[src/hw/pgu_pkg.sv]
// pgu_pkg: register map, reset values, pin layout and bus types of the port unit
// assumes: one 125 MHz clock, 16-bit register port with byte addresses as printed
// Behaviour
// direction one drives pin with data bit
// direction zero releases pin as input
// driven level changes on timer clock rise
// data write to input pin not driven
// data read returns present pin level
// carrier detect at bit 13, read-only data
// reserved register bits read as zero
// software writes zero to reserved bits
// enabled pin meeting trigger sets status bit
// status bits cleared by writing one
// triggers: any edge, low or high level
// eleven pins plus carrier detect interrupt; code lets all twelve pins plus carrier detect interrupt
// pins 13,10,9 sampled by master clock
// six 16-bit registers at even addresses; code has seven, the seventh being the mask register
// trigger type one edge, zero level
// level select picks low or high level
// enable one allows, zero blocks interrupt
// output pins still raise enabled interrupts
// interrupt request high while status set; code raises it only for status bits whose mask bit is set

package pgu_pkg;

    // ************************************************************
    // register map
    // ************************************************************
    localparam logic [31:0] OFF_DIRECTION = 32'h0B00_0100;
    localparam logic [31:0] OFF_DATA      = 32'h0B00_0102;
    localparam logic [31:0] OFF_STATUS    = 32'h0B00_0104;
    localparam logic [31:0] OFF_ENABLE    = 32'h0B00_0106;
    localparam logic [31:0] OFF_TRIGGER   = 32'h0B00_0108;
    localparam logic [31:0] OFF_LEVEL     = 32'h0B00_010A;
    localparam logic [31:0] OFF_MASK      = 32'h0B00_010C;

    // ************************************************************
    // reset values and implemented bits
    // ************************************************************
    localparam logic [15:0] RST_ZERO      = 16'h0000;
    localparam logic [15:0] RST_MASK      = 16'h2FFF;
    localparam logic [15:0] DIR_BITS      = 16'h0FFF;
    localparam logic [15:0] IRQ_BITS      = 16'h2FFF;
    localparam logic [15:0] MCLK_PINS     = 16'h2600;
    localparam int          BATT_BIT      = 9;
    localparam int          SYNC_W        = 15;

    // ************************************************************
    // types
    // ************************************************************
    typedef struct packed {
        logic [31:0] addr;
        logic [15:0] wdata;
        logic        wr;
        logic        rd;
    } pgu_bus_req_s;

    typedef struct packed {
        logic [15:0] enable;
        logic [15:0] edgeSel;
        logic [15:0] highSel;
    } pgu_trig_cfg_s;

    // keeps only the implemented bits of a register value
    function automatic logic [15:0] pgu_keep(input logic [15:0] v, input logic [15:0] m);
        return v & m;
    endfunction : pgu_keep

endpackage : pgu_pkg

[src/hw/pgu_sync.sv]
// pgu_sync: two-stage synchroniser for a vector of asynchronous levels
// assumes: each bit is an independent level, no word coherence needed
`timescale 1ns/1ps
`default_nettype none

module pgu_sync #(
    parameter int W = 1
) (
    // system
    input  wire logic         clk,
    input  wire logic         rst_n,
    // levels
    input  wire logic [W-1:0] d,
    output var  logic [W-1:0] q
);
    logic [W-1:0] meta_r;

    // first stage feeds only the second stage
    always_ff @(posedge clk) begin
        if (!rst_n) begin
            meta_r <= '0;
            q      <= '0;
        end else begin
            meta_r <= d;
            q      <= meta_r;
        end
    end

endmodule : pgu_sync

`default_nettype wire

[src/hw/pgu_detect.sv]
// pgu_detect: per-pin trigger detection on sample strobes
// assumes: levels already synchronised, strobes one cycle long
`timescale 1ns/1ps
`default_nettype none

module pgu_detect (
    // system
    input  wire logic                  clk,
    input  wire logic                  rst_n,
    // samples
    input  wire logic [15:0]           level,
    input  wire logic [15:0]           strobe,
    input  wire pgu_pkg::pgu_trig_cfg_s cfg,
    // events
    output var  logic [15:0]           setVec
);
    import pgu_pkg::*;

    logic [15:0] prev_r;
    logic [15:0] hitEdge;
    logic [15:0] hitLevel;

    // level seen at the previous strobe of each pin
    always_ff @(posedge clk) begin
        if (!rst_n) begin
            prev_r <= RST_ZERO;
        end else begin
            prev_r <= (prev_r & ~strobe) | (level & strobe);
        end
    end

    always_comb begin
        hitEdge  = level ^ prev_r;
        hitLevel = ~(level ^ cfg.highSel);
        setVec   = strobe & cfg.enable &
                   ((cfg.edgeSel & hitEdge) | (~cfg.edgeSel & hitLevel));
    end

endmodule : pgu_detect

`default_nettype wire

[src/hw/pgu_port_unit.sv]
// pgu_port_unit: twelve-pin port with carrier detect input and pin interrupts
// assumes: pad resolves gpioOut/gpioOe into the wire seen on gpioIn;
// timer and master output clocks arrive as slow asynchronous levels
`timescale 1ns/1ps
`default_nettype none

module pgu_port_unit (
    // system
    input  wire logic                 clk,
    input  wire logic                 rst_n,
    // register port
    input  wire pgu_pkg::pgu_bus_req_s busReq,
    output var  logic [15:0]          rdData,
    // port pins
    input  wire logic [11:0]          gpioIn,
    output var  logic [11:0]          gpioOut,
    output var  logic [11:0]          gpioOe,
    input  wire logic                 carrierDetect,
    // sampling clocks
    input  wire logic                 timerClock,
    input  wire logic                 masterOutputClock,
    // system side
    output var  logic                 batteryCoverLockDetect,
    output var  logic                 irq
);
    import pgu_pkg::*;

    // ************************************************************
    // declarations
    // ************************************************************
    logic [SYNC_W-1:0] rawIn;
    logic [SYNC_W-1:0] syncIn;
    logic [15:0]       pinLevel;
    logic              tclkPrev_r;
    logic              mclkPrev_r;
    logic              tclkRise;
    logic              mclkRise;
    logic [15:0]       strobe;
    logic [15:0]       dirReg_r;
    logic [15:0]       dataReg_r;
    logic [15:0]       status_r;
    logic [15:0]       status_nxt;
    logic [15:0]       enable_r;
    logic [15:0]       trigger_r;
    logic [15:0]       levelSel_r;
    logic [15:0]       mask_r;
    logic [15:0]       setVec;
    logic [15:0]       clrVec;
    logic [15:0]       rdData_r;
    logic [11:0]       gpioOut_r;
    logic [11:0]       gpioOe_r;
    logic              battery_cover_lock_detect_r;
    logic              irq_r;
    pgu_trig_cfg_s     trigCfg;
    logic              wrDir;
    logic              wrData;
    logic              wrStatus;
    logic              wrEnable;
    logic              wrTrigger;
    logic              wrLevel;
    logic              wrMask;

    // ************************************************************
    // input synchronisers and sampling strobes
    // ************************************************************
    assign rawIn = {masterOutputClock, timerClock, carrierDetect, gpioIn};

    pgu_sync #(.W(SYNC_W)) uSync (
        .clk   (clk),
        .rst_n (rst_n),
        .d     (rawIn),
        .q     (syncIn)
    );

    // carrier detect sits at bit 13, bit 12 stays zero
    assign pinLevel = {2'b00, syncIn[12], 1'b0, syncIn[11:0]};

    always_ff @(posedge clk) begin
        if (!rst_n) begin
            tclkPrev_r <= 1'b0;
            mclkPrev_r <= 1'b0;
        end else begin
            tclkPrev_r <= syncIn[13];
            mclkPrev_r <= syncIn[14];
        end
    end

    assign tclkRise = syncIn[13] & ~tclkPrev_r;
    assign mclkRise = syncIn[14] & ~mclkPrev_r;

    // pins 13, 10 and 9 sample on master clock, the rest on timer clock
    assign strobe = ({16{mclkRise}} & MCLK_PINS) |
                    ({16{tclkRise}} & ~MCLK_PINS & IRQ_BITS);

    // ************************************************************
    // write decode
    // ************************************************************
    assign wrDir     = busReq.wr && (busReq.addr == OFF_DIRECTION);
    assign wrData    = busReq.wr && (busReq.addr == OFF_DATA);
    assign wrStatus  = busReq.wr && (busReq.addr == OFF_STATUS);
    assign wrEnable  = busReq.wr && (busReq.addr == OFF_ENABLE);
    assign wrTrigger = busReq.wr && (busReq.addr == OFF_TRIGGER);
    assign wrLevel   = busReq.wr && (busReq.addr == OFF_LEVEL);
    assign wrMask    = busReq.wr && (busReq.addr == OFF_MASK);

    // ************************************************************
    // direction and output data
    // ************************************************************
    always_ff @(posedge clk) begin
        if (!rst_n) begin
            dirReg_r <= RST_ZERO;
        end else if (wrDir) begin
            dirReg_r <= pgu_keep(busReq.wdata, DIR_BITS);
        end
    end

    // the written value is held even for input pins, it shows once enabled
    always_ff @(posedge clk) begin
        if (!rst_n) begin
            dataReg_r <= RST_ZERO;
        end else if (wrData) begin
            dataReg_r <= pgu_keep(busReq.wdata, DIR_BITS);
        end
    end

    always_ff @(posedge clk) begin
        if (!rst_n) begin
            gpioOut_r <= 12'h000;
        end else if (tclkRise) begin
            gpioOut_r <= dataReg_r[11:0];
        end
    end

    always_ff @(posedge clk) begin
        if (!rst_n) begin
            gpioOe_r <= 12'h000;
        end else begin
            gpioOe_r <= dirReg_r[11:0];
        end
    end

    always_ff @(posedge clk) begin
        if (!rst_n) begin
            battery_cover_lock_detect_r <= 1'b0;
        end else begin
            battery_cover_lock_detect_r <= pinLevel[BATT_BIT];
        end
    end

    // ************************************************************
    // interrupt configuration
    // ************************************************************
    always_ff @(posedge clk) begin
        if (!rst_n) begin
            enable_r <= RST_ZERO;
        end else if (wrEnable) begin
            enable_r <= pgu_keep(busReq.wdata, IRQ_BITS);
        end
    end

    always_ff @(posedge clk) begin
        if (!rst_n) begin
            trigger_r <= RST_ZERO;
        end else if (wrTrigger) begin
            trigger_r <= pgu_keep(busReq.wdata, IRQ_BITS);
        end
    end

    always_ff @(posedge clk) begin
        if (!rst_n) begin
            levelSel_r <= RST_ZERO;
        end else if (wrLevel) begin
            levelSel_r <= pgu_keep(busReq.wdata, IRQ_BITS);
        end
    end

    always_ff @(posedge clk) begin
        if (!rst_n) begin
            mask_r <= RST_MASK;
        end else if (wrMask) begin
            mask_r <= pgu_keep(busReq.wdata, IRQ_BITS);
        end
    end

    // one driver for the whole configuration word
    assign trigCfg = '{enable: enable_r, edgeSel: trigger_r, highSel: levelSel_r};

    // output pins are detected from the pad level, so they trigger too
    pgu_detect uDetect (
        .clk    (clk),
        .rst_n  (rst_n),
        .level  (pinLevel),
        .strobe (strobe),
        .cfg    (trigCfg),
        .setVec (setVec)
    );

    // ************************************************************
    // sticky status and request
    // ************************************************************
    assign clrVec = wrStatus ? pgu_keep(busReq.wdata, IRQ_BITS) : RST_ZERO;

    // a set in the same cycle as a clear wins
    assign status_nxt = pgu_keep((status_r & ~clrVec) | setVec, IRQ_BITS);

    always_ff @(posedge clk) begin
        if (!rst_n) begin
            status_r <= RST_ZERO;
        end else begin
            status_r <= status_nxt;
        end
    end

    always_ff @(posedge clk) begin
        if (!rst_n) begin
            irq_r <= 1'b0;
        end else begin
            irq_r <= |(status_r & mask_r);
        end
    end

    // ************************************************************
    // read port
    // ************************************************************
    always_ff @(posedge clk) begin
        if (!rst_n) begin
            rdData_r <= RST_ZERO;
        end else if (busReq.rd) begin
            case (busReq.addr)
                OFF_DIRECTION: rdData_r <= pgu_keep(dirReg_r, DIR_BITS);
                OFF_DATA:      rdData_r <= pgu_keep(pinLevel, IRQ_BITS);
                OFF_STATUS:    rdData_r <= status_r;
                OFF_ENABLE:    rdData_r <= enable_r;
                OFF_TRIGGER:   rdData_r <= trigger_r;
                OFF_LEVEL:     rdData_r <= levelSel_r;
                OFF_MASK:      rdData_r <= mask_r;
                default:       rdData_r <= RST_ZERO;
            endcase
        end else begin
            rdData_r <= RST_ZERO;
        end
    end

    // ************************************************************
    // outputs
    // ************************************************************
    assign rdData                 = rdData_r;
    assign gpioOut                = gpioOut_r;
    assign gpioOe                 = gpioOe_r;
    assign batteryCoverLockDetect = battery_cover_lock_detect_r;
    assign irq                    = irq_r;
endmodule : pgu_port_unit

`default_nettype wire

[config.mk]
export PLATFORM = sky130hd
export DESIGN_NAME = pgu_port_unit
export DESIGN_NICKNAME = d
export VERILOG_FILES = /design/src/hw/pgu_pkg.sv /design/src/hw/pgu_sync.sv /design/src/hw/pgu_detect.sv /design/src/hw/pgu_port_unit.sv
export SDC_FILE = /design/constraint.sdc
export NUM_CORES = 1
export LEC_CHECK = 0
export BUFFER_PORTS_ARGS = -buffer_cell sky130_fd_sc_hd__buf_4
export CAP_MARGIN = 10
export CORE_MARGIN = 1.5
export CORE_UTILIZATION = 51
export CTS_CLUSTER_DIAMETER = 40
export DETAILED_ROUTE_END_ITERATION = 7
export PLACE_DENSITY = 0.73
export SYNTH_ARGS = -nofsm -noshare
export SYNTH_HDL_FRONTEND = slang
export SYNTH_SLANG_ARGS = --single-unit
[constraint.sdc]
create_clock -name clk -period 2.1 [get_ports clk]
set_clock_uncertainty 0.15 [all_clocks]
set_input_delay 0.315 -clock clk [delete_from_list [all_inputs] [get_ports clk]]
set_output_delay 0.315 -clock clk [all_outputs]
set_load 0.03 [all_outputs]
* Word-level counts from Yosys, hierarchy flattened
Index checks and enable logic that the tools add are counted.
** Storage, ports and cells
- Input port bits :: 67
- Output and inout port bits :: 42
- Flip-flop bits (word level) :: 179
** Cells by class
- Reductions and logical operators :: 9
- Eq/ne operators :: 7
- Bitwise gates (word level) :: 22
- Multiplexer cells :: 2
** Operator list (number)
- equality test 32 x 28 -> 1 bit, second input constant :: 7
- bitwise AND 14 bit :: 7
- case mux 14 bit (7 select lines) :: 1
- inverter 14 bit :: 3
- bitwise OR 14 bit :: 2
- XOR 14 bit :: 2
- bitwise AND 16 bit :: 1
- inverter 14 -> 16 bit :: 1
- bitwise OR 16 bit :: 1
- OR reduction 16 bit :: 1
- 2-to-1 mux 14 bit :: 1
- bitwise OR 14 x 12 -> 14 bit :: 1
- logical AND 1 bit :: 7
- bitwise AND 1 bit :: 2
- inverter 1 bit :: 2
- AND reduction 2 bit :: 1

* Logic depth before layout (Yosys ltp)
Gate-level depths: netlist (run 1).
- Depth in word-level cells :: 6
- Mapped depth :: 8
- Depth with buffers taken out :: 5

* Cells and area by module
From an unflattened synthesis (run 1), not the netlist that was laid out.
** Unflattened totals
- Cells, all modules :: 757
- Area total of the unflattened synthesis :: 7516.0 µm²
** By module, submodules not included
- pgu_port_unit :: cells an instance 565, area each 5611.6 µm², times used 1, seq. area each 2602.5 µm²
- pgu_detect :: cells an instance 129, area each 1092.3 µm², times used 1, seq. area each 320.3 µm²
- pgu_sync :: cells an instance 63, area each 812.0 µm², times used 1, seq. area each 600.6 µm²

* Worst setup path before layout (run 1)
Ideal clock, no wire load.
- Path kind :: input -> register
- Start point :: input busReq[38] in the netlist's numbering
- End point :: register mask_r[10]
- Data required time :: 1.821 ns
- Stages :: 6
- Arrival time :: 1.632 ns
- Path slack :: 0.189 ns
- Cell sequence :: nor4b_2 -> nand4_2 -> nor3_4 -> buf_4 -> mux2i_1 -> nand2_1
** Between the ends
- Word-level cells in the longest chain between the ends :: 2
** Ends and longest elaborated chain
- start: declaration :: line pgu_port_unit.sv:12 : input wire pgu_pkg::pgu_bus_req_s busReq,
- equality test 32 x 28 -> 1 bit :: line pgu_port_unit.sv:104 : assign wrMask = busReq.wr && (busReq.addr == OFF_MASK);
- logical AND 1 bit :: line pgu_port_unit.sv:104
- end signal: assignment :: line pgu_port_unit.sv:181 : mask_r <= pgu_keep(busReq.wdata, IRQ_BITS);
- end: declaration :: line pgu_port_unit.sv:46 : logic [15:0] mask_r;
No other way between the ends.
A chain may end at the register's enable or synchronous reset.

* Final worst setup path (run 1)
- Start point :: input busReq[18] in the netlist's numbering
- End point :: register rdData_r[1], in the netlist rdData[1]
** Between the ends
- Word-level cells in the longest chain between the ends :: 2
- Elaborated cells between the ends (all ways) :: 8
** Ends and longest elaborated chain
- equality test 32 x 28 -> 1 bit :: line pgu_port_unit.sv:229 : case (busReq.addr)
- case mux 14 bit (7 select lines) (*) :: line pgu_port_unit.sv:229
- end signal: assignment :: line pgu_port_unit.sv:230 : OFF_DIRECTION: rdData_r <= pgu_keep(dirReg_r, DIR_BITS);
- end signal: assignment :: line pgu_port_unit.sv:231 : OFF_DATA: rdData_r <= pgu_keep(pinLevel, IRQ_BITS);
- end signal: assignment :: line pgu_port_unit.sv:232 : OFF_STATUS: rdData_r <= status_r;
- end: declaration :: line pgu_port_unit.sv:49 : logic [15:0] rdData_r;
Every way passes the cells marked *; elsewhere a longest branch is shown, timed or not.

==> run summary, run 1 <==
Post-synth EDFFs: 0
Worst-Skew Late Latency: 0.42 ns
library cells used by synthesis: 43
overall die height: 119.4 um
fin cells: 1051
Yosys warning total: 0
Crit-path slowest cell: dlygate4sd3_1
root buffer cell: clkbuf_16
Max IR drop VDD: 0.0005593 V
WP data required: 2.28 ns
n_diodes: 0
gpl congestion: 0.8379
vias per cell: 5.355
Post-Syn Area: 6907 um^2
asr flop ratio synth: 0%
HPWL after detailed placement: 11.57 mm
Pwr per Cell Area: 788.2 nW/um^2
synthesis-stage register bit count: 173
critical path arrival: 2.23 ns
final WL: 16.09 mm
Post-Syn Instances: 742
CP Class: input port to flip-flop
Area Overhead vs Synth: 27.28%
slowest cell delay on critical path: 0.54 ns
Reg2Reg Setup Slack: 0.65 ns
DR DRC count: 0
first-pass GRT wire length: 26.39 mm
RSZ-0062 raised after global routing: no
Yosys top cell area share: 50.14%
Final Setup Violations: 0
layout cells sized above 1: 22.86%
Rows: 42
vias in the first global route: 5252
initial core utilization: 52.15%
beginning of the critical path: busReq[18]
DR iter-0 viols: 311
I/O Buffers: 102
largest net degree at the start of global routing: 59
crit path capture type: flip-flop
antenna-violating nets left: 0
Post-synth top flop: dfxtp_1
post-route cell area: 8791 um^2
crit-path cells: dlygate4sd3_1 -> buf_4 -> and4bb_2 -> nand4_1 -> nor2_1 -> buf_4 -> a22oi_1 -> a21oi_1
outcome: finished, final reports clean
CTS tree: yes
die area: 14250 um^2
gr usage total: 23.51%
r2r worst-path depth: 4
Placed Instances: 994
CP max FO: 12
synth top area cells: dfxtp_1, o21ai_0, nand2_1, nand3_1, mux2i_1
wire per inst: 15.31 um
gr ovfl total: 0
startpoint types: input port
Die W: 119.4 um
initial antenna violation count: 0
Static Leak: 3.483 nW
fin crit period: 2.043 ns
# clock sinks: 173
syn avg cell area: 9.308 um^2
most area-hungry cell type in the Yosys netlist: dfxtp_1
FF-to-FF Start: uSync.q[12]$_SDFF_PN0_
worst-case clock buffer depth: 2
Max Cap Viol: 0
Hold/Removal Path Class: input port to flip-flop
via count: 5628
Achievable Freq: 489.4 MHz
Final Hold Vio Count: 0
core area: 13240 um^2
period utilization: 97.30%
register area share after synthesis: 50.14%
H-Tree Depth: 4
Slew Viols, Final: 0
top-count cell post-synth: dfxtp_1
DRT Pass-1 Iters: 5
# Post-CTS Setup Buffers: 0
synth cell count leaders: dfxtp_1, nand2_1, o21ai_0
Clk pin slew, worst setup/hold paths: 0.06 ns
Worst Setup EP: rdData[1]$_SDFF_PN0_
Most common cell on crit path: buf_4
Final #Nets: 930
total I/O pin count: 109
CTS buffer count: 17
FF-to-FF End: rdData[13]$_SDFF_PN0_
placed cell area: 7906 um^2
==> routing by layer <==
metal  track usage (%)  vias up  routed length [um]
met3             4.646       16                 878
met1             33.14     2622                7792
li1                  -     2819                   -
met4             8.780        0                 204
met5                 0        -                   0
met2             35.73      171                7212
==> worst min path at each step <==
stage	startpoint	endpoint	slack (ns)	cells after the start
2_1_floorplan	busReq[18]	rdData[13]$_SDFF_PN0_	0.24	1
3_3_place_gp	uSync.meta_r[12]$_SDFF_PN0_	uSync.q[12]$_SDFF_PN0_	0.27	1
3_5_place_dp	uSync.meta_r[12]$_SDFF_PN0_	uSync.q[12]$_SDFF_PN0_	0.27	1
4_1_cts	busReq[8]	mask_r[6]$_SDFFE_PN1P_	0.001	3
5_1_grt	busReq[8]	dirReg_r[6]$_SDFFE_PN0P_	0.02	3
6_report	busReq[8]	mask_r[6]$_SDFFE_PN1P_	0.02	3
==> flip-flops by register name, summed over array words and instances (netlist names), 13 cells and up, named ones only <==
name          cells
uSync.meta_r     15
uSync.q          15
enable_r         13
levelSel_r       13
mask_r           13
rdData           13
status_r         13
trigger_r        13
==> cell families after synthesis <==
group,after synthesis,synth area share (%)
simple gates,264,20.58
mux,41,6.159
buf+inv,67,4.529
compound gates,183,16.88
other cells,1,0.05430
flops,173,50.14
xor+xnor,13,1.649
==> metrics by stage <==
step / worst slack [ns] / total power, W / utilization, % / setup TNS [ns] / hold WS (ns)
after floorplan: 0.1891 / 0.003554 / - / 0 / 0.2423
after global placement: 0.004236 / 0.003711 / 59.70 / 0 / 0.2675
after detailed placement: -0.08611 / 0.003722 / 59.70 / -1.240 / 0.2700
after CTS: 0.1020 / 0.006988 / 66.36 / 0 / 0.001349
after global routing: 0.002587 / 0.007151 / 66.38 / 0 / 0.01855
final: 0.05665 / 0.006929 / 66.38 / 0 / 0.01503
==> area by class of cell <==
type                    count  area (um^2)
fillers                  1112         4452
repair buffers            154         1296
clock inverters             5        102.6
multi-input cells         504         3141
clock buffers              26        519.2
inverters                  13        48.80
flip-flops and latches    173         3463
well taps                 176        220.2
==> where the power goes <==
part / leakage [nW] / total, W / switching, W / internal (W)
Combinational: 1.78 / 0.000360 / 0.000180 / 0.000180
Clock: 0.303 / 0.00324 / 0.00118 / 0.00205
Sequential: 1.40 / 0.00333 / 0.0000164 / 0.00331
==> worst max-delay path: cells and delay by family <==
family,cells,cell delay (ns)
buffers and inverters,3,0.94
AND/OR/NAND/NOR,3,0.64
AO/OA/AOI/OAI,2,0.33
==> placed cells by master (no fill, tap or decap), types with 3 or more instances in the layout <==
cell           count
nor3_2             3
and3_1            14
clkbuf_16         17
clkbuf_8           6
mux2_2            12
nand4_2            4
a21oi_1           16
a21boi_0          35
nor2_1            15
a21oi_2           10
nor4b_2            3
nor2b_1            7
nand3_1           67
buf_12             6
o21ai_0           76
mux2i_1           29
bufinv_16          3
nand2_1           98
inv_1             13
o21a_1            14
buf_4            122
dlygate4sd3_1     26
clkbuf_1           3
and2_1            34
conb_1             3
a22oi_1           30
dfxtp_1          173
nor4_2             3
xnor2_1           13
==> what timing repair did <==
action | in CTS | in global routing
gates resized for setup | 0 | 1
setup endpoints to repair | 0 | 3
hold buffers | 26 | 0
hold endpoints to repair | 32 | 0
Note: power is estimated with default switching activity, not from simulation.
==> run 2: changes to the inputs <==
--- a/config.mk
+++ b/config.mk
@@ -5,11 +5,13 @@
 export SDC_FILE = /design/constraint.sdc
 export NUM_CORES = 1
 export LEC_CHECK = 0
+export ABC_AREA = 1
 export BUFFER_PORTS_ARGS = -buffer_cell sky130_fd_sc_hd__buf_4
 export CAP_MARGIN = 10
 export CORE_MARGIN = 1.5
 export CORE_UTILIZATION = 51
 export CTS_CLUSTER_DIAMETER = 40
+export CTS_CLUSTER_SIZE = 40
 export DETAILED_ROUTE_END_ITERATION = 7
 export PLACE_DENSITY = 0.73
 export SYNTH_ARGS = -nofsm -noshare
==> run summary, run 2 <==
crit-path leading delay family: simple AND/OR/NAND/NOR gates (was buffers and inverters)
via count: 6844 (was 5628)
I/O Buffers: 102 (unchanged)
worst hold start: busReq[6] (was busReq[8])
Post-synth EDFFs: 0 (unchanged)
slowest cell delay on critical path: 0.29 ns (was 0.54 ns)
DRT Pass-1 Iters: 5 (unchanged)
worst path bufs/invs: 4 (was 3)
Post-Syn Area: 7279 um^2 (was 6907 um^2)
r2r worst-path depth: 5 (was 4)
Yosys warning total: 0 (unchanged)
Final Hold Vio Count: 0 (unchanged)
synth top area cells: dfxtp_1, nor2_1, nand2_1, nand3_1, o21ai_0 (was dfxtp_1, o21ai_0, nand2_1, nand3_1, mux2i_1)
gpl congestion: 0.9080 (was 0.8379)
hold endpoint: mask_r[4]$_SDFFE_PN1P_ (was mask_r[6]$_SDFFE_PN1P_)
DR DRC count: 0 (unchanged)
FF-to-FF End: gpioOut[5]$_SDFFE_PN0P_ (was rdData[13]$_SDFF_PN0_)
Hold/Removal Path Class: input port to flip-flop (unchanged)
# clock sinks: 173 (unchanged)
synthesis-stage register bit count: 173 (unchanged)
core area: 13880 um^2 (was 13240 um^2)
RSZ-0062 raised after global routing: no (unchanged)
Slew Viols, Final: 0 (unchanged)
Final Setup Violations: 0 (unchanged)
initial core utilization: 52.44% (was 52.15%)
layout cells sized above 1: 15.79% (was 22.86%)
Max IR drop VDD: 0.0005720 V (was 0.0005593 V)
Final #Nets: 1220 (was 930)
CTS buffer count: 17 (unchanged)
largest registers: uSync.meta_r (15), uSync.q (15) (unchanged)
library cells used by synthesis: 24 (was 43)
Worst Max-Slew Pin Slew: 0.7312 ns
commonest non-fill, non-tap cell in the layout: nor2_1 (was dfxtp_1)
initial antenna violation count: 0 (unchanged)
hold path depth: 3 (unchanged)
root buffer cell: clkbuf_16 (unchanged)
multiplexer area fraction after synthesis: 0% (was 6.159%)
Crit-path slowest cell: buf_4 (was dlygate4sd3_1)
crit path capture type: flip-flop (unchanged)
wire per inst: 14.34 um (was 15.31 um)
Static Leak: 4.401 nW (was 3.483 nW)
most frequent cells in the layout: nor2_1, nand2_1, dfxtp_1 (was dfxtp_1, buf_4, nand2_1)
H-Tree Depth: 4 (unchanged)
period utilization: 75.36% (was 97.30%)
CP max FO: 25 (was 12)
Reg2Reg Setup Slack: 0.55 ns (was 0.65 ns)
Final Util: 64.84% (was 66.38%)
register area share after synthesis: 47.58% (was 50.14%)
HPWL after detailed placement: 13.13 mm (was 11.57 mm)
vias in the first global route: 6082 (was 5252)
FF-to-FF Start: uSync.q[13]$_SDFF_PN0_ (was uSync.q[12]$_SDFF_PN0_)
most area-hungry cell type in the Yosys netlist: dfxtp_1 (unchanged)
final WL: 19.28 mm (was 16.09 mm)
fillcell total: 1250 (was 1112)
fin crit period: 1.583 ns (was 2.043 ns)
first-pass GRT wire length: 30.63 mm (was 26.39 mm)
TNS Setup: 0 ns (unchanged)
Worst-Skew Late Latency: 0.44 ns (was 0.42 ns)
Max Cap Viol: 0 (unchanged)
die area: 15000 um^2 (was 14250 um^2)
Post-Syn Instances: 1044 (was 742)
Yosys top cell area share: 47.58% (was 50.14%)
PnR worst setup slack: 0.5175 ns (was 0.05665 ns)
syn avg cell area: 6.973 um^2 (was 9.308 um^2)
gr ovfl total: 0 (unchanged)
worst-case clock buffer depth: 2 (unchanged)
overall die height: 122.5 um (was 119.4 um)
WP data required: 2.33 ns (was 2.28 ns)
xor/xnor share of the synthesized area: 1.564% (was 1.649%)
Achievable Freq: 631.9 MHz (was 489.4 MHz)
CP Class: input port to flip-flop (unchanged)
critical path arrival: 1.81 ns (was 2.23 ns)
Area Overhead vs Synth: 23.63% (was 27.28%)
Compound-Gate Fraction of Synth Area: 8.250% (was 16.88%)
outcome: finished, final reports clean (unchanged)
gr usage total: 26.81% (was 23.51%)
Post-synth top flop: dfxtp_1 (unchanged)
DR iter-0 viols: 660 (was 311)
Pwr per Cell Area: 770.2 nW/um^2 (was 788.2 nW/um^2)
largest net degree at the start of global routing: 69 (was 59)
antenna-violating nets left: 0 (unchanged)
Clk pin slew, worst setup/hold paths: 0.07 ns (was 0.06 ns)
startpoint types: input port (unchanged)
crit-path cells: buf_4 -> inv_1 -> nand2_1 -> nor2_1 -> nand2_2 -> nor2_8 -> buf_4 -> nand3_1 -> nand2_1 -> inv_1 -> nand2_1 -> nor2_1 -> nor2_1 (was dlygate4sd3_1 -> buf_4 -> and4bb_2 -> nand4_1 -> nor2_1 -> buf_4 -> a22oi_1 -> a21oi_1)
top-count cell post-synth: nor2_1 (was dfxtp_1)
synth cell count leaders: nor2_1, nand2_1, dfxtp_1 (was dfxtp_1, nand2_1, o21ai_0)
Rows: 43 (was 42)
Tot Pwr: 0.006932 W (was 0.006929 W)
CTS tree: yes (unchanged)
asr flop ratio synth: 0% (unchanged)
Simple-Gate Fraction of Synth Area: 33.29% (was 20.58%)
Place WS: 0.09638 ns (was -0.08611 ns)
largest family of logic cells by synthesized area: simple AND/OR/NAND/NOR gates (unchanged)
Max-slew headroom: 51.20%
vias per cell: 5.088 (was 5.355)
n_diodes: 0 (unchanged)
total I/O pin count: 109 (unchanged)
Post-Synth Adder-Cell Area: 0% (unchanged)
Die W: 122.5 um (was 119.4 um)
run 2: changes by cell type in the layout (fill, tap and decap cells not counted), moves of 18 or more:
cell,before,now
nand2_1,98,209
nor2_1,15,227
inv_1,13,99
mux2i_1,29,0
a21boi_0,35,0
nand3_1,67,117
o21ai_1,0,18
a22oi_1,30,0
and2_1,34,0
run 2: routing by layer:
metal  routed length (um)  share of wire, %  global-route usage [%]
met1                 8603                45                   36.87
met2                 8764                45                   41.72
met3                 1502               7.8                   5.483
met4                  413               2.1                   9.738
met5                    0                 0                       0
run 2: layout make-up:
cell class / count / area (um^2) / area share (%)
clock buffer: 18 / 439.2 / 4.880
clock inverter: 13 / 151.4 / 1.682
inverter: 106 / 397.9 / 4.421
multi-input combinational: 713 / 3152 / 35.02
sequential: 173 / 3463 / 38.48
tap: 180 / 225.2 / 2.502
timing repair buffer: 142 / 1171 / 13.01
run 2: where the power goes:
part | leakage (nW) | internal [W] | total [W] | switching (W)
clock | 0.295 | 0.00181 | 0.00319 | 0.00138
sequential | 1.40 | 0.00333 | 0.00336 | 0.0000288
combinational | 2.70 | 0.000162 | 0.000384 | 0.000223
run 2: worst max-delay path by stage:
stage | slack [ns] | to | startpoint | depth (start not counted)
finish | 0.52 | rdData[0]$_SDFF_PN0_ | busReq[38] | 13
global route | 0.36 | rdData[0]$_SDFF_PN0_ | busReq[49] | 11
CTS | 0.51 | dirReg_r[6]$_SDFFE_PN0P_ | busReq[38] | 11
detailed placement | 0.1 | dirReg_r[4]$_SDFFE_PN0P_ | busReq[38] | 11
global placement | 0.14 | rdData[0]$_SDFF_PN0_ | busReq[38] | 13
floorplan | 0.45 | status_r[10]$_SDFF_PN0_ | busReq[38] | 11
run 2: worst register-to-register path: stages (launching register included):
cell and delay [ns]:
dfxtp_1 0.33, inv_1 0.05, nor2_2 0.21, inv_1 0.39
nor2_1 0.25, nor2_1 0.07
run 2: timing repair:
action / 4_1_cts / 5_1_grt
hold buffers: 17 / 0
gates resized for setup: 0 / 0
buffers inserted: 0 / 0
setup endpoints to repair: 0 / 0
endpoints found under the hold margin: 17 / 0
run 2: cell families after synthesis:
group           after synthesis
other cells                   1
simple gates                577
xor+xnor                     13
flops                       173
buf+inv                     160
compound gates              120
run 2: per-stage QoR:
| stage | cell area [um^2] | hold WS, ns | cells |
|---|---|---|---|
| finish | 9000 | 0.03271 | 1345 |
| global placement | 8239 | 0.2419 | 1297 |
| global route | 9000 | 0.03961 | 1345 |
| CTS | 9000 | 0.02467 | 1345 |
| floorplan | 7287 | 0.2405 | 1046 |
| detailed placement | 8239 | 0.2477 | 1297 |
==> run 3: changes to the inputs <==
==> constraint.sdc (replaced) <==
create_clock -name clk -period 1.52 [get_ports clk]
set_clock_uncertainty 0.15 [all_clocks]
set_input_delay 0.228 -clock clk [delete_from_list [all_inputs] [get_ports clk]]
set_output_delay 0.228 -clock clk [all_outputs]
set_load 0.03 [all_outputs]
==> run summary, run 3 (synthesis results as in run 2) <==
vias per cell: 5.025 (was 5.088)
crit-path leading delay family: buffers and inverters (was simple AND/OR/NAND/NOR gates)
crit-path cells: dlygate4sd3_1 -> buf_4 -> nand2_1 -> dlygate4sd3_1 -> a21oi_1 (was buf_4 -> inv_1 -> nand2_1 -> nor2_1 -> nand2_2 -> nor2_8 -> buf_4 -> nand3_1 -> nand2_1 -> inv_1 -> nand2_1 -> nor2_1 -> nor2_1)
commonest non-fill, non-tap cell in the layout: nor2_1 (unchanged)
Die W: 122.5 um (unchanged)
TNS Setup: 0 ns (unchanged)
Slew Viols, Final: 0 (unchanged)
DR DRC count: 0 (unchanged)
CP Class: input port to flip-flop (unchanged)
HPWL after detailed placement: 13.59 mm (was 13.13 mm)
layout cells sized above 1: 17.73% (was 15.79%)
Max IR drop VDD: 0.0009627 V (was 0.0005720 V)
period utilization: 96.74%
initial antenna violation count: 0 (unchanged)
slowest cell delay on critical path: 0.56 ns (was 0.29 ns)
antenna-violating nets left: 0 (unchanged)
most frequent cells in the layout: nor2_1, nand2_1, dfxtp_1 (unchanged)
# clock sinks: 173 (unchanged)
crit path capture type: flip-flop (unchanged)
Achievable Freq: 680.1 MHz
final WL: 19.42 mm (was 19.28 mm)
post-route cell area: 9405 um^2 (was 9000 um^2)
Clk pin slew, worst setup/hold paths: 0.07 ns (about the same)
total I/O pin count: 109 (unchanged)
Crit-path slowest cell: dlygate4sd3_1 (was buf_4)
Final Setup Violations: 0 (unchanged)
I/O Buffers: 102 (unchanged)
largest registers: uSync.meta_r (15), uSync.q (15) (unchanged)
gpl congestion: 0.9143 (was 0.9080)
Rows: 43 (unchanged)
Final #Nets: 1250 (was 1220)
WP data required: 1.73 ns (was 2.33 ns)
startpoint types: input port (unchanged)
Max Cap Viol: 0 (unchanged)
Pwr per Cell Area: 1024 nW/um^2 (was 770.2 nW/um^2)
Placed Instances: 1314 (was 1297)
Tot Pwr: 0.009634 W (was 0.006932 W)
gr usage total: 27.09% (was 26.81%)
die area: 15000 um^2 (unchanged)
CTS buffer count: 17 (unchanged)
root buffer cell: clkbuf_16 (unchanged)
fin cells: 1376 (was 1345)
Static Leak: 4.604 nW (was 4.401 nW)
n_diodes: 0 (unchanged)
overall die height: 122.5 um (unchanged)
Worst-Skew Late Latency: 0.43 ns (was 0.44 ns)
vias in the first global route: 6186 (was 6082)
worst-case clock buffer depth: 2 (unchanged)
CTS tree: yes (unchanged)
Max-slew headroom: 51.71% (was 51.20%)
wire per inst: 14.11 um (was 14.34 um)
gr ovfl total: 0 (unchanged)
# Post-CTS Setup Buffers: 0 (unchanged)
outcome: finished, final reports clean (unchanged)
largest net degree at the start of global routing: 104 (was 69)
core area: 13880 um^2 (unchanged)
Most common cell on crit path: dlygate4sd3_1
Area Overhead vs Synth: 29.20% (was 23.63%)
DR iter-0 viols: 783 (was 660)
initial core utilization: 52.44% (unchanged)
critical path arrival: 1.68 ns (was 1.81 ns)
CP max FO: 9 (was 25)
first-pass GRT wire length: 31.02 mm (was 30.63 mm)
placed cell area: 8491 um^2 (was 8239 um^2)
RSZ-0062 raised after global routing: no (unchanged)
H-Tree Depth: 4 (unchanged)
Worst Max-Slew Pin Slew: 0.7235 ns (was 0.7312 ns)
worst path bufs/invs: 3 (was 4)
DRT Pass-1 Iters: 6 (was 5)
Hold/Removal Path Class: input port to flip-flop (unchanged)
Final Hold Vio Count: 0 (unchanged)
fin crit period: 1.470 ns
via count: 6914 (was 6844)
-- run 3: worst min-delay path: stages --
cell and delay, ns:
buf_4 0.18, nand2_1 0.07, nand3_1 0.08
-- run 3: routing by layer --
| metal | GRT usage [%] | wire length, um | up-vias |
|---|---|---|---|
| met4 | 7.922 | 420 | 0 |
| met3 | 5.994 | 1374 | 32 |
| li1 | - | - | 3525 |
| met5 | 0 | 0 | - |
| met1 | 37.45 | 8795 | 3121 |
| met2 | 42.53 | 8828 | 236 |
-- run 3: worst paths after layout --
path	start	to	slack (ns)	depth (start not counted)
setup reg to reg	uSync.q[13]$_SDFF_PN0_	gpioOut[5]$_SDFFE_PN0P_	0.14	5
hold / removal	busReq[3]	mask_r[1]$_SDFFE_PN1P_	0.02	3
hold reg to reg	uSync.meta_r[0]$_SDFF_PN0_	uSync.q[0]$_SDFF_PN0_	0.26	2
setup / recovery	rst_n	rdData[5]$_SDFF_PN0_	0.05	5
-- run 3: repair_timing --
| action | CTS | global route |
|---|---|---|
| gates resized for setup | 0 | 6 |
| hold buffers | 30 | 0 |
| endpoints found under the setup margin | 0 | 10 |
| endpoints found under the hold margin | 64 | 0 |
-- run 3: power breakdown --
part | internal, W | total [W] | switching (W)
Combinational | 0.000256 | 0.000582 | 0.000326
Sequential | 0.00460 | 0.00464 | 0.0000399
Clock | 0.00251 | 0.00441 | 0.00190
Total | 0.00737 | 0.00963 | 0.00227
-- run 3: area by class of cell --
type	instances	area (um^2)
clock inverter	13	152.6
fill	1191	4476
multi-input combinational	713	3246
timing repair buffer	172	1470
sequential	173	3463
inverter	106	405.4
tap	180	225.2
clock buffer	19	442.9
-- run 3: through the flow --
stage	util [%]	hold WS [ns]	setup slack [ns]
detailed placement	61.17	0.2460	-0.3140
floorplan	-	0.1756	-0.003903
finish	67.76	0.02141	0.04963
global placement	61.17	0.2426	-0.2940
global route	67.76	0.01798	0.01644
CTS	67.62	0.008443	0.05627
